`config.mk`:
```
export PLATFORM = sky130hd
export DESIGN_NAME = lmir_exec
export DESIGN_NICKNAME = d
export VERILOG_FILES = /design/src/rtl/lmir_pkg.sv /design/src/rtl/lmir_exec.sv
export SDC_FILE = /design/constraint.sdc
export NUM_CORES = 1
export LEC_CHECK = 0
export BUFFER_PORTS_ARGS = -buffer_cell sky130_fd_sc_hd__buf_2
export CORE_MARGIN = 5
export CORE_UTILIZATION = 62
export DETAILED_ROUTE_END_ITERATION = 6
export PLACE_DENSITY_LB_ADDON = 0.05
export RECOVER_POWER = 50
export SKIP_LAST_GASP = 1
export SYNTH_ARGS = -nofsm -noshare
export SYNTH_HDL_FRONTEND = slang
export SYNTH_SLANG_ARGS = --single-unit
export TNS_END_PERCENT = 5
```
`constraint.sdc`:
```
create_clock -name pclk -period 5.8 [get_ports pclk]
set_input_delay 1.16 -clock pclk [delete_from_list [all_inputs] [get_ports pclk]]
set_output_delay 1.16 -clock pclk [all_outputs]
set_load 0.005 [all_outputs]
```
`src/rtl/lmir_pkg.sv`:
```
package lmir_pkg;
    localparam logic [7:0]  OFF_INSTR   = 8'h00;
    localparam logic [7:0]  OFF_ACCUM   = 8'h04;
    localparam logic [7:0]  OFF_BANK    = 8'h08;
    localparam logic [7:0]  OFF_PAGE    = 8'h0C;
    localparam logic [7:0]  OFF_PTR0    = 8'h10;
    localparam logic [7:0]  OFF_PTR1    = 8'h14;
    localparam logic [7:0]  OFF_OPTION  = 8'h18;
    localparam logic [7:0]  OFF_PWRCTL  = 8'h1C;
    localparam logic [7:0]  OFF_IRQCTL  = 8'h20;
    localparam logic [7:0]  OFF_PC      = 8'h24;
    localparam logic [7:0]  OFF_STACK   = 8'h28;
    localparam logic [7:0]  OFF_STATE   = 8'h2C;
    localparam logic [7:0]  OFF_FLAGS   = 8'h30;
    localparam logic [3:0]  OP_BANK     = 4'h1;
    localparam logic [3:0]  OP_PAGE     = 4'h2;
    localparam logic [3:0]  OP_ACCUM    = 4'h3;
    localparam logic [3:0]  OP_FILE     = 4'h4;
    localparam logic [3:0]  OP_IND      = 4'h5;
    localparam logic [3:0]  OP_REL      = 4'h6;
    localparam logic [3:0]  OP_OPTION   = 4'h7;
    localparam logic [3:0]  OP_RESET    = 4'h8;
    localparam logic [3:0]  OP_RET_IRQ  = 4'h9;
    localparam int          IND_N_BIT   = 2;
    localparam int          REL_N_BIT   = 6;
    localparam int          IRQ_EN_BIT  = 7;
    localparam int          SRF_N_BIT   = 2;
    localparam int          STATE_SP_LSB = 8;
    localparam logic [6:0]  WIN0_ADDR   = 7'h00;
    localparam logic [6:0]  WIN1_ADDR   = 7'h01;
    localparam int          STACK_DEPTH = 16;
    localparam logic [4:0]  SP_FULL     = 5'h10;
    localparam logic [7:0]  ACCUM_RST   = 8'h00;
    localparam logic [4:0]  BANK_RST    = 5'h00;
    localparam logic [6:0]  PAGE_RST    = 7'h00;
    localparam logic [15:0] PTR_RST     = 16'h0000;
    localparam logic [7:0]  OPTION_RST  = 8'hFF;
    localparam logic [7:0]  PWRCTL_RST  = 8'h04;
    localparam logic [7:0]  IRQCTL_RST  = 8'h00;
    localparam logic [14:0] PC_RST      = 15'h0000;
    localparam logic [7:0]  FLAGS_RST   = 8'h00;
    localparam logic [15:0] INSTR_RST   = 16'h0000;
    typedef enum logic [1:0] {
        ST_IDLE   = 2'b00,
        ST_EXEC   = 2'b01,
        ST_SECOND = 2'b11
    } lmir_state_type;
endpackage

```
`src/rtl/lmir_exec.sv`:
```
// Implementation choices: the APB slave port and the placing of the registers.
`timescale 1ns/1ps
`default_nettype none
module lmir_exec
    import lmir_pkg::*;
(
    input  wire logic        pclk,
    input  wire logic        presetn,
    input  wire logic        psel,
    input  wire logic        penable,
    input  wire logic        pwrite,
    input  wire logic [7:0]  paddr,
    input  wire logic [31:0] pwdata,
    output logic      [31:0] prdata,
    output logic             pready,
    output logic             pslverr,
    output logic             mem_we,
    output logic      [15:0] mem_addr,
    output logic      [7:0]  mem_wdata,
    output logic             dev_reset_req
);
    function automatic logic [15:0] sext6(input logic [5:0] k);
        sext6 = {{10{k[5]}}, k};
    endfunction

    lmir_state_type state_reg;
    lmir_state_type state_next;
    logic [15:0] instr_reg;
    logic [7:0]  accum_reg;
    logic [4:0]  bank_select_reg;
    logic [6:0]  pc_high_latch_reg;
    logic [15:0] indirect_pointer_reg [2];
    logic [7:0]  option_reg;
    logic [7:0]  power_control_reg;
    logic [7:0]  irq_control_reg;
    logic [14:0] pc_reg;
    logic [7:0]  flags_reg;
    logic [14:0] stack_mem [STACK_DEPTH];
    logic [4:0]  sp_reg;
    logic [31:0] prdata_reg;
    logic        pready_reg;
    logic        pslverr_reg;
    logic        mem_we_reg;
    logic [15:0] mem_addr_reg;
    logic [7:0]  mem_wdata_reg;
    logic        dev_reset_req_reg;

    // Bus decode
    wire setup    = psel & ~penable;
    wire busy     = (state_reg != ST_IDLE);
    wire wr_ok    = psel & penable & pwrite & ~busy;
    wire hit_ins  = (paddr == OFF_INSTR);
    wire hit_acc  = (paddr == OFF_ACCUM);
    wire hit_bank = (paddr == OFF_BANK);
    wire hit_page = (paddr == OFF_PAGE);
    wire hit_p0   = (paddr == OFF_PTR0);
    wire hit_p1   = (paddr == OFF_PTR1);
    wire hit_opt  = (paddr == OFF_OPTION);
    wire hit_pwr  = (paddr == OFF_PWRCTL);
    wire hit_irq  = (paddr == OFF_IRQCTL);
    wire hit_pc   = (paddr == OFF_PC);
    wire hit_stk  = (paddr == OFF_STACK);
    wire hit_st   = (paddr == OFF_STATE);
    wire hit_flg  = (paddr == OFF_FLAGS);
    wire mapped   = hit_ins | hit_acc | hit_bank | hit_page | hit_p0
                  | hit_p1 | hit_opt | hit_pwr | hit_irq | hit_pc
                  | hit_stk | hit_st | hit_flg;

    // Instruction decode
    wire [3:0]  op       = instr_reg[15:12];
    wire        exec     = (state_reg == ST_EXEC);
    wire        is_bank  = exec & (op == OP_BANK);
    wire        is_page  = exec & (op == OP_PAGE);
    wire        is_accum = exec & (op == OP_ACCUM);
    wire        is_file  = exec & (op == OP_FILE);
    wire        is_ind   = exec & (op == OP_IND);
    wire        is_rel   = exec & (op == OP_REL);
    wire        is_opt   = exec & (op == OP_OPTION);
    wire        is_soft  = exec & (op == OP_RESET);
    wire        is_ret   = exec & (op == OP_RET_IRQ);
    wire [1:0]  upd_code = instr_reg[1:0];
    wire        ind_sel  = (op == OP_REL) ? instr_reg[REL_N_BIT]
                                          : instr_reg[IND_N_BIT];
    wire [15:0] ptr_cur  = indirect_pointer_reg[ind_sel];
    wire [15:0] step     = upd_code[0] ? 16'hFFFF : 16'h0001;
    wire [15:0] ptr_step = ptr_cur + step;
    wire [15:0] rel_addr = ptr_cur + sext6(instr_reg[5:0]);
    wire [15:0] ind_addr = (op == OP_REL) ? rel_addr
                         : (upd_code[1] ? ptr_cur : ptr_step);
    wire        ptr_we   = is_ind;
    wire [6:0]  file_f   = instr_reg[6:0];
    wire        win_hit  = (file_f == WIN0_ADDR) | (file_f == WIN1_ADDR);
    wire        win_n    = (file_f == WIN1_ADDR);
    wire [15:0] file_adr = win_hit ? indirect_pointer_reg[win_n]
                         : {4'h0, bank_select_reg, file_f};
    wire [14:0] stack_top = (sp_reg == 5'h00) ? PC_RST
                          : stack_mem[4'(sp_reg - 5'h01)];
    wire        push     = wr_ok & hit_stk & (sp_reg != SP_FULL);

    // Read data
    wire [31:0] rd_word =
          ({32{hit_ins}}  & {16'h0000, instr_reg})
        | ({32{hit_acc}}  & {24'h00_0000, accum_reg})
        | ({32{hit_bank}} & {27'h000_0000, bank_select_reg})
        | ({32{hit_page}} & {25'h000_0000, pc_high_latch_reg})
        | ({32{hit_p0}}   & {16'h0000, indirect_pointer_reg[0]})
        | ({32{hit_p1}}   & {16'h0000, indirect_pointer_reg[1]})
        | ({32{hit_opt}}  & {24'h00_0000, option_reg})
        | ({32{hit_pwr}}  & {24'h00_0000, power_control_reg})
        | ({32{hit_irq}}  & {24'h00_0000, irq_control_reg})
        | ({32{hit_pc}}   & {17'h0_0000, pc_reg})
        | ({32{hit_stk}}  & {17'h0_0000, stack_top})
        | ({32{hit_st}}   & {19'h0_0000, sp_reg, 7'h00, busy})
        | ({32{hit_flg}}  & {24'h00_0000, flags_reg});

    always_comb begin
        case (state_reg)
            ST_IDLE:   state_next = (wr_ok & hit_ins) ? ST_EXEC : ST_IDLE;
            ST_EXEC:   state_next = is_ret ? ST_SECOND : ST_IDLE;
            ST_SECOND: state_next = ST_IDLE;
            default:   state_next = ST_IDLE;
        endcase
    end

    always_ff @(posedge pclk or negedge presetn) begin
        if (!presetn) begin
            state_reg <= ST_IDLE;
        end else begin
            state_reg <= state_next;
        end
    end

    always_ff @(posedge pclk or negedge presetn) begin
        if (!presetn) begin
            pready_reg  <= 1'b0;
            pslverr_reg <= 1'b0;
            prdata_reg  <= 32'h0000_0000;
        end else begin
            pready_reg  <= 1'b1;
            if (setup) begin
                pslverr_reg <= ~mapped;
                prdata_reg  <= pwrite ? 32'h0000_0000 : rd_word;
            end
        end
    end

    always_ff @(posedge pclk or negedge presetn) begin
        if (!presetn) begin
            instr_reg <= INSTR_RST;
        end else if (wr_ok & hit_ins) begin
            instr_reg <= pwdata[15:0];
        end
    end

    always_ff @(posedge pclk or negedge presetn) begin
        if (!presetn) begin
            accum_reg <= ACCUM_RST;
        end else if (is_soft) begin
            accum_reg <= ACCUM_RST;
        end else if (is_accum) begin
            accum_reg <= instr_reg[7:0];
        end else if (wr_ok & hit_acc) begin
            accum_reg <= pwdata[7:0];
        end
    end

    always_ff @(posedge pclk or negedge presetn) begin
        if (!presetn) begin
            bank_select_reg <= BANK_RST;
        end else if (is_soft) begin
            bank_select_reg <= BANK_RST;
        end else if (is_bank) begin
            bank_select_reg <= {1'b0, instr_reg[3:0]};
        end else if (wr_ok & hit_bank) begin
            bank_select_reg <= pwdata[4:0];
        end
    end

    always_ff @(posedge pclk or negedge presetn) begin
        if (!presetn) begin
            pc_high_latch_reg <= PAGE_RST;
        end else if (is_soft) begin
            pc_high_latch_reg <= PAGE_RST;
        end else if (is_page) begin
            pc_high_latch_reg <= instr_reg[6:0];
        end else if (wr_ok & hit_page) begin
            pc_high_latch_reg <= pwdata[6:0];
        end
    end

    for (genvar i = 0; i < 2; i++) begin : g_ptr
        always_ff @(posedge pclk or negedge presetn) begin
            if (!presetn) begin
                indirect_pointer_reg[i] <= PTR_RST;
            end else if (is_soft) begin
                indirect_pointer_reg[i] <= PTR_RST;
            end else if (ptr_we & (ind_sel == 1'(i))) begin
                indirect_pointer_reg[i] <= ptr_step;
            end else if (wr_ok & (i == 0 ? hit_p0 : hit_p1)) begin
                indirect_pointer_reg[i] <= pwdata[15:0];
            end
        end
    end

    always_ff @(posedge pclk or negedge presetn) begin
        if (!presetn) begin
            option_reg <= OPTION_RST;
        end else if (is_soft) begin
            option_reg <= OPTION_RST;
        end else if (is_opt) begin
            option_reg <= accum_reg;
        end else if (wr_ok & hit_opt) begin
            option_reg <= pwdata[7:0];
        end
    end

    always_ff @(posedge pclk or negedge presetn) begin
        if (!presetn) begin
            power_control_reg <= PWRCTL_RST;
        end else if (is_soft) begin
            power_control_reg <= PWRCTL_RST & ~(8'h01 << SRF_N_BIT);
        end else if (wr_ok & hit_pwr) begin
            power_control_reg <= pwdata[7:0];
        end
    end

    always_ff @(posedge pclk or negedge presetn) begin
        if (!presetn) begin
            irq_control_reg <= IRQCTL_RST;
        end else if (is_soft) begin
            irq_control_reg <= IRQCTL_RST;
        end else if (is_ret) begin
            irq_control_reg[IRQ_EN_BIT] <= 1'b1;
        end else if (wr_ok & hit_irq) begin
            irq_control_reg <= pwdata[7:0];
        end
    end

    always_ff @(posedge pclk or negedge presetn) begin
        if (!presetn) begin
            pc_reg <= PC_RST;
            sp_reg <= 5'h00;
        end else if (is_soft) begin
            pc_reg <= PC_RST;
            sp_reg <= 5'h00;
        end else if (is_ret) begin
            pc_reg <= stack_top;
            sp_reg <= (sp_reg == 5'h00) ? 5'h00 : sp_reg - 5'h01;
        end else begin
            if (wr_ok & hit_pc) begin
                pc_reg <= pwdata[14:0];
            end
            if (push) begin
                sp_reg <= sp_reg + 5'h01;
            end
        end
    end

    always_ff @(posedge pclk) begin
        if (push) begin
            stack_mem[sp_reg[3:0]] <= pwdata[14:0];
        end
    end

    // Flags change only by an APB write or the soft reset instruction, which clears them; no other operation touches them
    always_ff @(posedge pclk or negedge presetn) begin
        if (!presetn) begin
            flags_reg <= FLAGS_RST;
        end else if (is_soft) begin
            flags_reg <= FLAGS_RST;
        end else if (wr_ok & hit_flg) begin
            flags_reg <= pwdata[7:0];
        end
    end

    always_ff @(posedge pclk or negedge presetn) begin
        if (!presetn) begin
            mem_we_reg        <= 1'b0;
            mem_addr_reg      <= 16'h0000;
            mem_wdata_reg     <= 8'h00;
            dev_reset_req_reg <= 1'b0;
        end else begin
            mem_we_reg        <= is_file | is_ind | is_rel;
            mem_addr_reg      <= is_file ? file_adr : ind_addr;
            mem_wdata_reg     <= accum_reg;
            dev_reset_req_reg <= is_soft;
        end
    end

    assign prdata        = prdata_reg;
    assign pready        = pready_reg;
    assign pslverr       = pslverr_reg;
    assign mem_we        = mem_we_reg;
    assign mem_addr      = mem_addr_reg;
    assign mem_wdata     = mem_wdata_reg;
    assign dev_reset_req = dev_reset_req_reg;
endmodule
`default_nettype wire

```
# After elaboration in Yosys (flattened, before gate mapping)
# Memories as Yosys holds them, arrays and structs flattened.
# Cells that the tools add are included.
# classes
n_bitwise	74
n_addsub	4
n_reduce_logical	18
n_lt_le_gt_ge	2
n_eq_ne	25
n_mux	52
# ops
operator	n
32-bit OR	12
16-bit two-way mux	17
32-bit by 8-bit bitwise AND with 32-bit output	5
32-bit by 16-bit bitwise AND with 32-bit output	3
8-bit two-way mux	12
32-bit by 15-bit bitwise AND with 32-bit output	2
15-bit two-way mux	4
8-bit by 6-bit equality test with 1-bit output, second input constant	5
5-bit two-way mux	7
16-bit adder	2
32-bit by 13-bit bitwise AND with 32-bit output	1
32-bit by 5-bit bitwise AND with 32-bit output	1
32-bit by 7-bit bitwise AND with 32-bit output	1
8-bit by 5-bit equality test with 1-bit output, second input constant	4
32-bit two-way mux	1
1-bit bitwise AND	28
7-bit two-way mux	4
3-bit nonzero test	9
4-bit by 3-bit equality test with 1-bit output, second input constant	4
8-bit by 4-bit equality test with 1-bit output, second input constant	2
1-bit OR	15
4-bit by 2-bit equality test with 1-bit output, second input constant	2
4-bit equality test, second input constant	2
8-bit by 3-bit equality test with 1-bit output, second input constant	1
other kinds (19)	31
# word_totals
output_inout_bits	60
mem_count	1
ff_bits	182
ram_bits	240
# mem_list
name	words	width	rd	rd_ports_with_merged_regs	wr	line	source
stack_mem	16	15	1	0	1	lmir_exec.sv:38	logic [14:0] stack_mem [STACK_DEPTH];

# Logic depth before layout (Yosys ltp)
# Gate-level depths: netlist (run 1).
# logic_depth
depth_word	15
mapped_depth	17

# Worst setup path before layout (run 1)
# OpenSTA, ideal clock, no wires.
# synth_path
path_kind	input to register
from	input paddr[4]
to	memory stack_mem[1][0], enable pin
arrival_ps	3952
setup_time_ps	426
path_buffers	1
slack_ps	1422
path_stages	5
path_cell_list	nor4b_1 -> nand3_1 -> a311oi_1 -> clkbuf_1 -> nor4bb_1
# synth_via
elab_chain_len	5
# synth_lines
item	line	source
start: declaration	lmir_exec.sv:12	input wire logic [7:0] paddr,
8-bit by 6-bit equality test with 1-bit output	lmir_exec.sv:62	wire hit_stk = (paddr == OFF_STACK);
1-bit bitwise AND (2 in a row)	lmir_exec.sv:98	wire push = wr_ok & hit_stk & (sp_reg != SP_FULL);
1-bit two-way mux	lmir_exec.sv:260	if (push) begin
1-bit two-way mux (not written as such)	lmir_exec.sv:261	stack_mem[sp_reg[3:0]] <= pwdata[14:0];
end: declaration	lmir_exec.sv:38	
# No other way between the ends.

# Worst setup path in the final report (run 1)
# layout_path
from	register instr_reg[12]
to	register mem_addr_reg[14], in the netlist mem_addr[14]
# layout_via
elab_chain_len	10
word_cells_on_any_way	13
# layout_lines
item	line	source
start: declaration	lmir_exec.sv:28	logic [15:0] instr_reg;
start signal: assignment	lmir_exec.sv:151	instr_reg <= pwdata[15:0];
4-bit by 3-bit equality test with 1-bit output	lmir_exec.sv:82, lmir_exec.sv:88	
1-bit two-way mux	lmir_exec.sv:82	wire ind_sel = (op == OP_REL) ? instr_reg[REL_N_BIT]
1-bit inverter with 2-bit output (not written as such)	lmir_exec.sv:84	wire [15:0] ptr_cur = indirect_pointer_reg[ind_sel];
16-bit two-way mux (not written as such) (3 in a row)	lmir_exec.sv:84	
16-bit adder	lmir_exec.sv:86	wire [15:0] ptr_step = ptr_cur + step;
16-bit two-way mux	lmir_exec.sv:89	: (upd_code[1] ? ptr_cur : ptr_step);
16-bit two-way mux	lmir_exec.sv:88	wire [15:0] ind_addr = (op == OP_REL) ? rel_addr
16-bit two-way mux *	lmir_exec.sv:284	mem_addr_reg <= is_file ? file_adr : ind_addr;
end signal: assignment	lmir_exec.sv:284	
end: declaration	lmir_exec.sv:44	logic [15:0] mem_addr_reg;
# Every way passes the cells marked *; elsewhere a longest branch is shown, timed or not. The select of a mux whose other input is x is not followed.
# A chain may end at the register's enable or synchronous reset.

==> key figures, run 1 <==
Run status
  • Outcome: complete, but fails checks
  • Failing checks: design-rule violations, max-capacitance violations, max-slew violations

Global routing
  • Met3 Usage GRT: 5.58%
  • Pin count of the biggest net entering global routing: 83
  • Global routing's busiest layer: met2
  • Grt met1 use: between 30% and 40%
  • Gr usage total: 29.0%
  • Global-route wire length before repair: 79.4 mm
  • Vias in the first global route: ~13000
  • GRT overflow: 0
  • Initial antenna violation count: 0
  • Met2 Use GR: 47.0%

Worst setup path
  • Reg-to-reg startpoint: instr_reg[12]
  • Crit path cell chain: and4bb_1, buf_4, mux2i_4, buf_4, mux2_2, fa_1, a21o_1, a21oi_1, o21bai_1, a21oi_1, o211a_1, nor2_1, a221oi_1, a311oi_1
  • R2R cell count: 14
  • CP Buf/Inv Count: 2
  • Number of cells on the critical path: 14
  • Critical-path top delay cell: dfrtp_1
  • Crit path arrival time: 4.82 ns
  • CP Launch Type: register
  • Worst setup path start: instr_reg[12]
  • Family with the most delay on the worst path: compound AO/OA/AOI/OAI gates
  • Kind of critical path: register to register
  • Critical path fanouts, max: 19
  • Setup crit end kind: register
  • Worst path max stage delay: between 0.5 and 0.6 ns
  • CP required: approximately 6 ns

Die
  • Die footprint: ~0.035 mm²
  • Initial core utilization: a little over three fifths
  • Chip height: 188 µm
  • Core region area: 0.0314 mm²
  • Ports: 105
  • Site Rows: 65
  • Die width: ~190 µm

Synthesis
  • Count of cell types in the netlist: 77
  • Post-synthesis xor/xnor area fraction: ~1.5%
  • Yosys warns: 0
  • Mapped Area: 0.0196 mm²
  • Largest family of logic cells by synthesized area: multiplexers
  • Cells after Synth: about 1600
  • Fraction of the mapped netlist area in simple logic gates: between 10% and 20%
  • Adder-cell area share of the yosys netlist: roughly 2.3%
  • Dominant synthesized flop cell: edfxtp_1
  • #FFs+latches synth: between 400 and 500
  • Mux contribution to synthesized area: between 10 and 15%
  • EDFF count, synth: 240
  • Asr flop ratio synth: between 40% and 50%
  • Compound-gate portion of the synthesized area: about an eighth
  • Mean post-synth cell area: roughly 12 µm²
  • Seq/Total Area, Yosys: 57.9%

STA
  • Crit share post-route: between 70% and 80%
  • Final Skew: ~0.018 ns
  • Final WS setup: around 1.3 ns
  • Max-slew headroom: -61.0%
  • F_max: between 0.2 and 0.25 GHz
  • RSZ-0062 raised after global routing: false
  • Endpoints failing hold: 0
  • Slew Limit Fails: roughly 230
  • Final hold slack: 0.465 ns
  • Tmin final: about 4.5 ns
  • Worst-Margin Slew: between 2 and 2.5 ns
  • Setup tns final: 0 ns
  • Setup violations, final: 0

Layout
  • Share of cells above drive strength 1: around 16%
  • # diodes: 0
  • P&R area growth vs syn: 9.98%
  • Nets: approximately 1700
  • Number of flip-flops in the largest register: 240

Worst hold path
  • Hold WC Path Type: register to register
  • Cell depth of the worst hold path: 0
  • Hold_sp: accum_reg[5]

CTS
  • Total CTS buffers: 42
  • Htree depth: 2
  • Clock Tree Buf Depth: 3
  • Reg clk slew, reported paths: around 0.060 ns
  • CTS tree: built
  • Clk Latency, worst-skew pair: ~0.55 ns
  • Postcts setup bufs: 0
  • Clk sinks: between 400 and 500
  • Root Buffer: clkbuf_16
  • PostCTS Resize Cnt: 0
  • # hold bufs at CTS: 0

Routing
  • Vias: around 14000
  • DRC violations left: 3
  • Final ANT Viol Nets: 0
  • DRT Wirelength: between 50 and 60 mm
  • Vias/cell: 6.61
  • Post-detailed-route wirelength per cell: roughly 25 µm
  • DR iter-0 viols: approximately 1300
  • First-pass DRT Iterations: 7

Pwr
  • Lkg Pwr: about 8.3 nW
  • Worst IR drop on VDD: 272 µV
  • Pwr dens: around 280 mW/mm²

Job
  • Max cap viols: 7

Placement
  • Post-DP HPWL: 33.3 mm
  • IO Port Bufs: between 70 and 80
  • Post-Place Worst Slack: between 1 and 1.5 ns
  • Gpl congestion: between 0.9 and 1
## cells in the mapped netlist, drive strengths merged (21+ instances only)
master	count	area [µm²]
a21oi	96	484
a211oi	30	225
dfrtp	157	3930
clkbuf	78	293
a22oi	21	158
mux4	60	1350
buf	40	235
nand2	190	713
nor2	123	462
ha	33	413
o21ai	51	259
mux2	31	349
edfxtp	240	7210
mux2i	68	693
o31ai	28	215
nand3	80	400
## cells by family after synthesis
family,Yosys count
flip-flops,406
XOR/XNOR,32
other,2
multiplexers,159
AO/OA/AOI/OAI,344
adder cells (fa/ha/maj),35
buffers and inverters,133
AND/OR/NAND/NOR,487
## final timing paths
kind,to,slack (ns)
max in group asynchronous,indirect_pointer_reg[31],2.35
setup reg to reg,mem_addr[14],1.34
hold / removal,mem_wdata[5],0.47
setup / recovery,mem_addr[14],1.34
min in group asynchronous,flags_reg[4],0.63
hold reg to reg,mem_wdata[5],0.47
## per-stage QoR
step	area, µm²	utilization, %	cells	power (mW)
6_report	21600	68.8	2069	5.99
5_1_grt	21600	68.8	2069	6.18
4_1_cts	21600	68.9	2069	6.01
3_5_place_dp	20300	64.8	1994	3.49
3_3_place_gp	20300	64.8	1994	3.48
2_1_floorplan	19700	-	1613	3.35
## layout make-up
type | instances | area, µm²
fillers | 2305 | 9800
clock buffers | 60 | 1170
clock inverters | 15 | 126
inverters | 15 | 56.3
well taps | 402 | 503
repair buffers | 97 | 527
flip-flops and latches | 406 | 11400
multi-input cells | 1074 | 7840
## layer usage
metal / wire, µm / part of all wire [%] / vias to the layer above
met5: 0 / 0 / -
met4: 1930 / 3.7 / 0
met1: 20500 / 40 / 6851
met2: 25300 / 49 / 625
met3: 4140 / 8.0 / 118
li1: - / - / 6086
## where the power goes
part / internal (mW) / total (mW) / leakage, nW / switching, mW
Combinational: 0.106 / 0.310 / 3.44 / 0.204
Sequential: 3.09 / 3.12 / 4.26 / 0.0266
Clock: 1.45 / 2.56 / 0.633 / 1.11
## cell usage in the layout (no fill, tap or decap), types with 13 or more instances in the layout
cell type and count:
inv_1 14, clkbuf_16 42, nand2_1 190, a222oi_1 16, a21oi_1 95, xor2_1 13
o31ai_1 27, nand3_1 80, xnor2_1 14, ha_1 32, edfxtp_1 240, mux4_2 60
a22oi_1 21, o21ai_0 48, buf_4 23, a21o_1 13, conb_1 17, dfrtp_1 156
clkbuf_1 31, and2_1 16, mux2_2 31, nor2_1 123, a22o_1 16, a211oi_1 30
mux2i_1 67, buf_2 55
Note: power is estimated with default switching activity, not from simulation.
==> run 2, diff against run 1 <==
--- a/config.mk
+++ b/config.mk
@@ -5,9 +5,10 @@
 export SDC_FILE = /design/constraint.sdc
 export NUM_CORES = 1
 export LEC_CHECK = 0
+export ABC_AREA = 1
 export BUFFER_PORTS_ARGS = -buffer_cell sky130_fd_sc_hd__buf_2
 export CORE_MARGIN = 5
-export CORE_UTILIZATION = 62
+export CORE_UTILIZATION = 56
 export DETAILED_ROUTE_END_ITERATION = 6
 export PLACE_DENSITY_LB_ADDON = 0.05
 export RECOVER_POWER = 50
==> constraint.sdc (replaced) <==
create_clock -name pclk -period 3.7 [get_ports pclk]
set_input_delay 0.74 -clock pclk [delete_from_list [all_inputs] [get_ports pclk]]
set_output_delay 0.74 -clock pclk [all_outputs]
set_load 0.005 [all_outputs]
==> run 2 against run 1 <==
- the flow finishes with violations (max-capacitance violations, max-slew violations)
- core utilization decreased by 5.5 points
- design area grew 3.4%
- non-clock buffer count rose by 32
- critical path depth is 5 higher
- clock-buffer cell count is 5 lower
- first-iteration DRC count increased by 14%
- via count increased by 17%
- fmax increased by 28%
- critical path type unchanged
- register-to-register slack got worse by 1.1 ns
==> key figures, run 2 <==
Layout
  • Post-Layout Inst Area: 0.0223 mm² (+3.4%)
  • Commonest cells after routing, fill and taps aside: nand2_1 (509), edfxtp_1 (240), o21ai_0 (197)
  • Number of fill cells in the layout: 2934 (+27%)
  • Core Util, Final: 63.2% (-5.5 points)
  • Final Non-Filler Cells: 2675 (+29%)
  • P&R area growth vs syn: 12.4%
  • Nets: 2258 (+32%)
  • # diodes: 0 (unchanged)
  • Number of flip-flops in the largest register: 240 (unchanged)
  • Most common cell after layout, fill and taps aside: nand2_1
  • Share of cells above drive strength 1: 10.6% (-5.1 points)

Synthesis
  • Post-synth top area cell: edfxtp_1
  • Seq/Total Area, Yosys: 57.3% (-0.66 points)
  • #FFs+latches synth: 406 (unchanged)
  • Dominant synthesized flop cell: edfxtp_1
  • Top cells by area, synth: edfxtp_1 (36%), dfrtp_1 (20%), nand2_1 (9.6%)
  • Yosys top cell area share: 36.3% (-0.42 points)
  • Mapped Area: 0.0199 mm² (+1.2%)
  • Most numerous cell in the Yosys netlist: nand2_1
  • Mean post-synth cell area: 9.44 µm² (-23%)
  • Yosys warns: 0 (unchanged)
  • Post-synth top cells: nand2_1 (509), edfxtp_1 (240), o21ai_0 (197)
  • Count of cell types in the netlist: 57 (-26%)
  • Asr flop ratio synth: 40.9% (unchanged)
  • EDFF count, synth: 240 (unchanged)
  • Cells after Synth: 2105 (+32%)

Pwr
  • PnR Total Power: 10.1 mW (+69%)
  • Lkg Pwr: 9.33 nW (+12%)
  • Worst IR drop on VDD: 429 µV (+57%)
  • Pwr dens: 453 mW/mm² (+63%)

Routing
  • Vias/cell: 6.01 (-9.1%)
  • Vias: 16071 (+17%)
  • Final ANT Viol Nets: 0 (unchanged)
  • Post-detailed-route wirelength per cell: 22.2 µm (-11%)
  • DR iter-0 viols: 1455 (+14%)
  • DRC violations left: 0 (-3)
  • First-pass DRT Iterations: 5 (-2)
  • DRT Wirelength: 59.4 mm (+15%)

STA
  • Setup violations, final: 0 (unchanged)
  • Final hold slack: 0.402 ns (-0.0634 ns)
  • RSZ-0062 raised after global routing: true
  • Final Skew: 0.0209 ns (+0.00246 ns)
  • Slew Limit Fails: 94 (-58%)
  • Tmin final: 3.49 ns (-0.968 ns)
  • Endpoints failing hold: 0 (unchanged)
  • F_max: 0.287 GHz (+28%)
  • Worst-Margin Slew: 1.87 ns (-0.546 ns)
  • Max-slew headroom: -24.6% (+36 points)
  • Crit share post-route: 94.3% (+17 points)

Worst hold path
  • Cell depth of the worst hold path: 0 (unchanged)
  • Hold WC Path Type: register to register

Placement
  • Placement Cell Area: 0.0208 mm² (+2.3%)
  • IO Port Bufs: 72 (unchanged)
  • Dpl cells: 2593 (+30%)
  • Post-DP HPWL: 39.5 mm (+19%)
  • Gpl congestion: 0.944 (+1.7%)

Worst setup path
  • Reg-to-Reg End: indirect_pointer_reg[31]
  • Setup crit end kind: register
  • CP Launch Type: register
  • Reg2Reg Setup Slack: 0.21 ns (-1.13 ns)
  • Setup crit end: indirect_pointer_reg[31]
  • Worst setup path start: instr_reg[13]
  • CP required: 4.17 ns (-2.00 ns)
  • Critical path fanouts, max: 22 (+3)
  • R2R cell count: 19 (+5)
  • Crit path arrival time: 3.95 ns (-0.87 ns)
  • Kind of critical path: register to register
  • Reg-to-reg startpoint: instr_reg[13]

CTS
  • # hold bufs at CTS: 0 (unchanged)
  • Total CTS buffers: 44 (+4.8%)
  • Reg clk slew, reported paths: 0.06 ns (about the same)
  • Htree depth: 2 (unchanged)
  • Clk Latency, worst-skew pair: 0.59 ns (+0.04 ns)
  • Root Buffer: clkbuf_16
  • Clock Tree Buf Depth: 3 (unchanged)
  • CTS tree: built
  • Clk sinks: 406 (unchanged)
  • PostCTS Resize Cnt: 0 (unchanged)
  • Postcts setup bufs: 0 (unchanged)

Die
  • Ports: 105 (unchanged)
  • Die width: 198 µm (+5.5%)
  • Die footprint: 0.0393 mm² (+11%)
  • Site Rows: 69 (+6.2%)
  • Core region area: 0.0353 mm² (+12%)
  • Initial core utilization: 56.2% (-6.3 points)
  • Chip height: 198 µm (+5.5%)

Global routing
  • Global routing's busiest layer: met2
  • Pin count of the biggest net entering global routing: 126 (+52%)
  • Initial antenna violation count: 0 (unchanged)
  • Global-route wire length before repair: 91.8 mm (+16%)
  • Gr usage total: 30.4% (+1.4 points)
  • Vias in the first global route: 15708 (+18%)
  • Grt met1 use: 40.8% (+1.0 points)
  • Met2 Use GR: 50.2% (+3.2 points)
  • GRT overflow: 0 (unchanged)
  • Met3 Usage GRT: 5.12% (-0.46 points)

Run status
  • Outcome: complete, but fails checks
  • Failing checks: max-capacitance violations, max-slew violations

Job
  • Max cap viols: 2 (-5)
## run 2: changes by cell type after synthesis, moves of 18 or more
cell	change
nand2_1	+319
o21ai_0	+149
inv_1	+141
mux2i_1	-67
mux4_2	-60
a21oi_1	+56
o22ai_1	+43
mux2_2	-29
nand3_1	+27
o21ai_1	+26
o31ai_1	-22
buf_2	+21
o211ai_1	+18
## run 2: stage by stage
step | TNS, ns | worst slack [ns]
after global routing | -0.164 | -0.0784
after global placement | 0 | 0.289
after detailed placement | 0 | 0.256
after CTS | 0 | 0.228
final | 0 | 0.212
after floorplan | 0 | 0.398
## run 2: cells by family (layout without fill, tap and decap cells)
family,count (synthesis),in the layout,share of synthesized area [%]
flops,406,406,57.3
fa+ha+maj,35,35,2.28
mux,2,2,0.113
buf+inv,288,382,5.98
xor+xnor,21,21,0.964
compound gates,580,580,17.4
other cells,2,17,0.0378
simple gates,771,771,16.0
## run 2: layer usage
metal | wire length [µm] | part of all wire (%)
met1 | 24100 | 41
met2 | 28900 | 49
met3 | 4130 | 7.0
met4 | 2330 | 3.9
met5 | 0 | 0
## run 2: area by class of cell
class                           instances  area [µm²]  area share (%)
Sequential cell                       406       11400            50.9
Multi-Input combinational cell       1426        7370            33.0
Clock buffer                           55        1210            5.43
Timing Repair Buffer                  129         781            3.50
Inverter                              171         643            2.88
Tap cell                              461         577            2.58
Clock inverter                         27         367            1.64
## run 2: worst min path at each step
stage	from	to	slack, ns
after global routing	pwrite	prdata[14]	0.40
after CTS	presetn	prdata[5]	0.18
after global placement	accum_reg[3]	mem_wdata[3]	0.38
final	accum_reg[3]	mem_wdata[3]	0.40
after floorplan	accum_reg[3]	mem_wdata[3]	0.35
after detailed placement	accum_reg[3]	mem_wdata[3]	0.38
## run 2: where the power goes
part	switching (mW)	internal, mW	total, mW
sequential	0.0264	4.85	4.87
clock	1.86	2.90	4.76
combinational	0.350	0.124	0.473
## run 2: critical path, cell delays in order (launching register included)
cell	delay, ns
dfrtp_1	0.48
inv_2	0.10
nor2_4	0.15
nand3_1	0.14
nand2_2	0.24
buf_6	0.25
nand2_1	0.08
o21ai_1	0.23
ha_1	0.36
nand2_1	0.13
inv_1	0.06
a21oi_1	0.25
nor2_1	0.08
a211oi_1	0.27
nand2_1	0.09
nand2_1	0.08
and2_1	0.16
nand2_1	0.06
nand2_1	0.07
o21ai_1	0.06
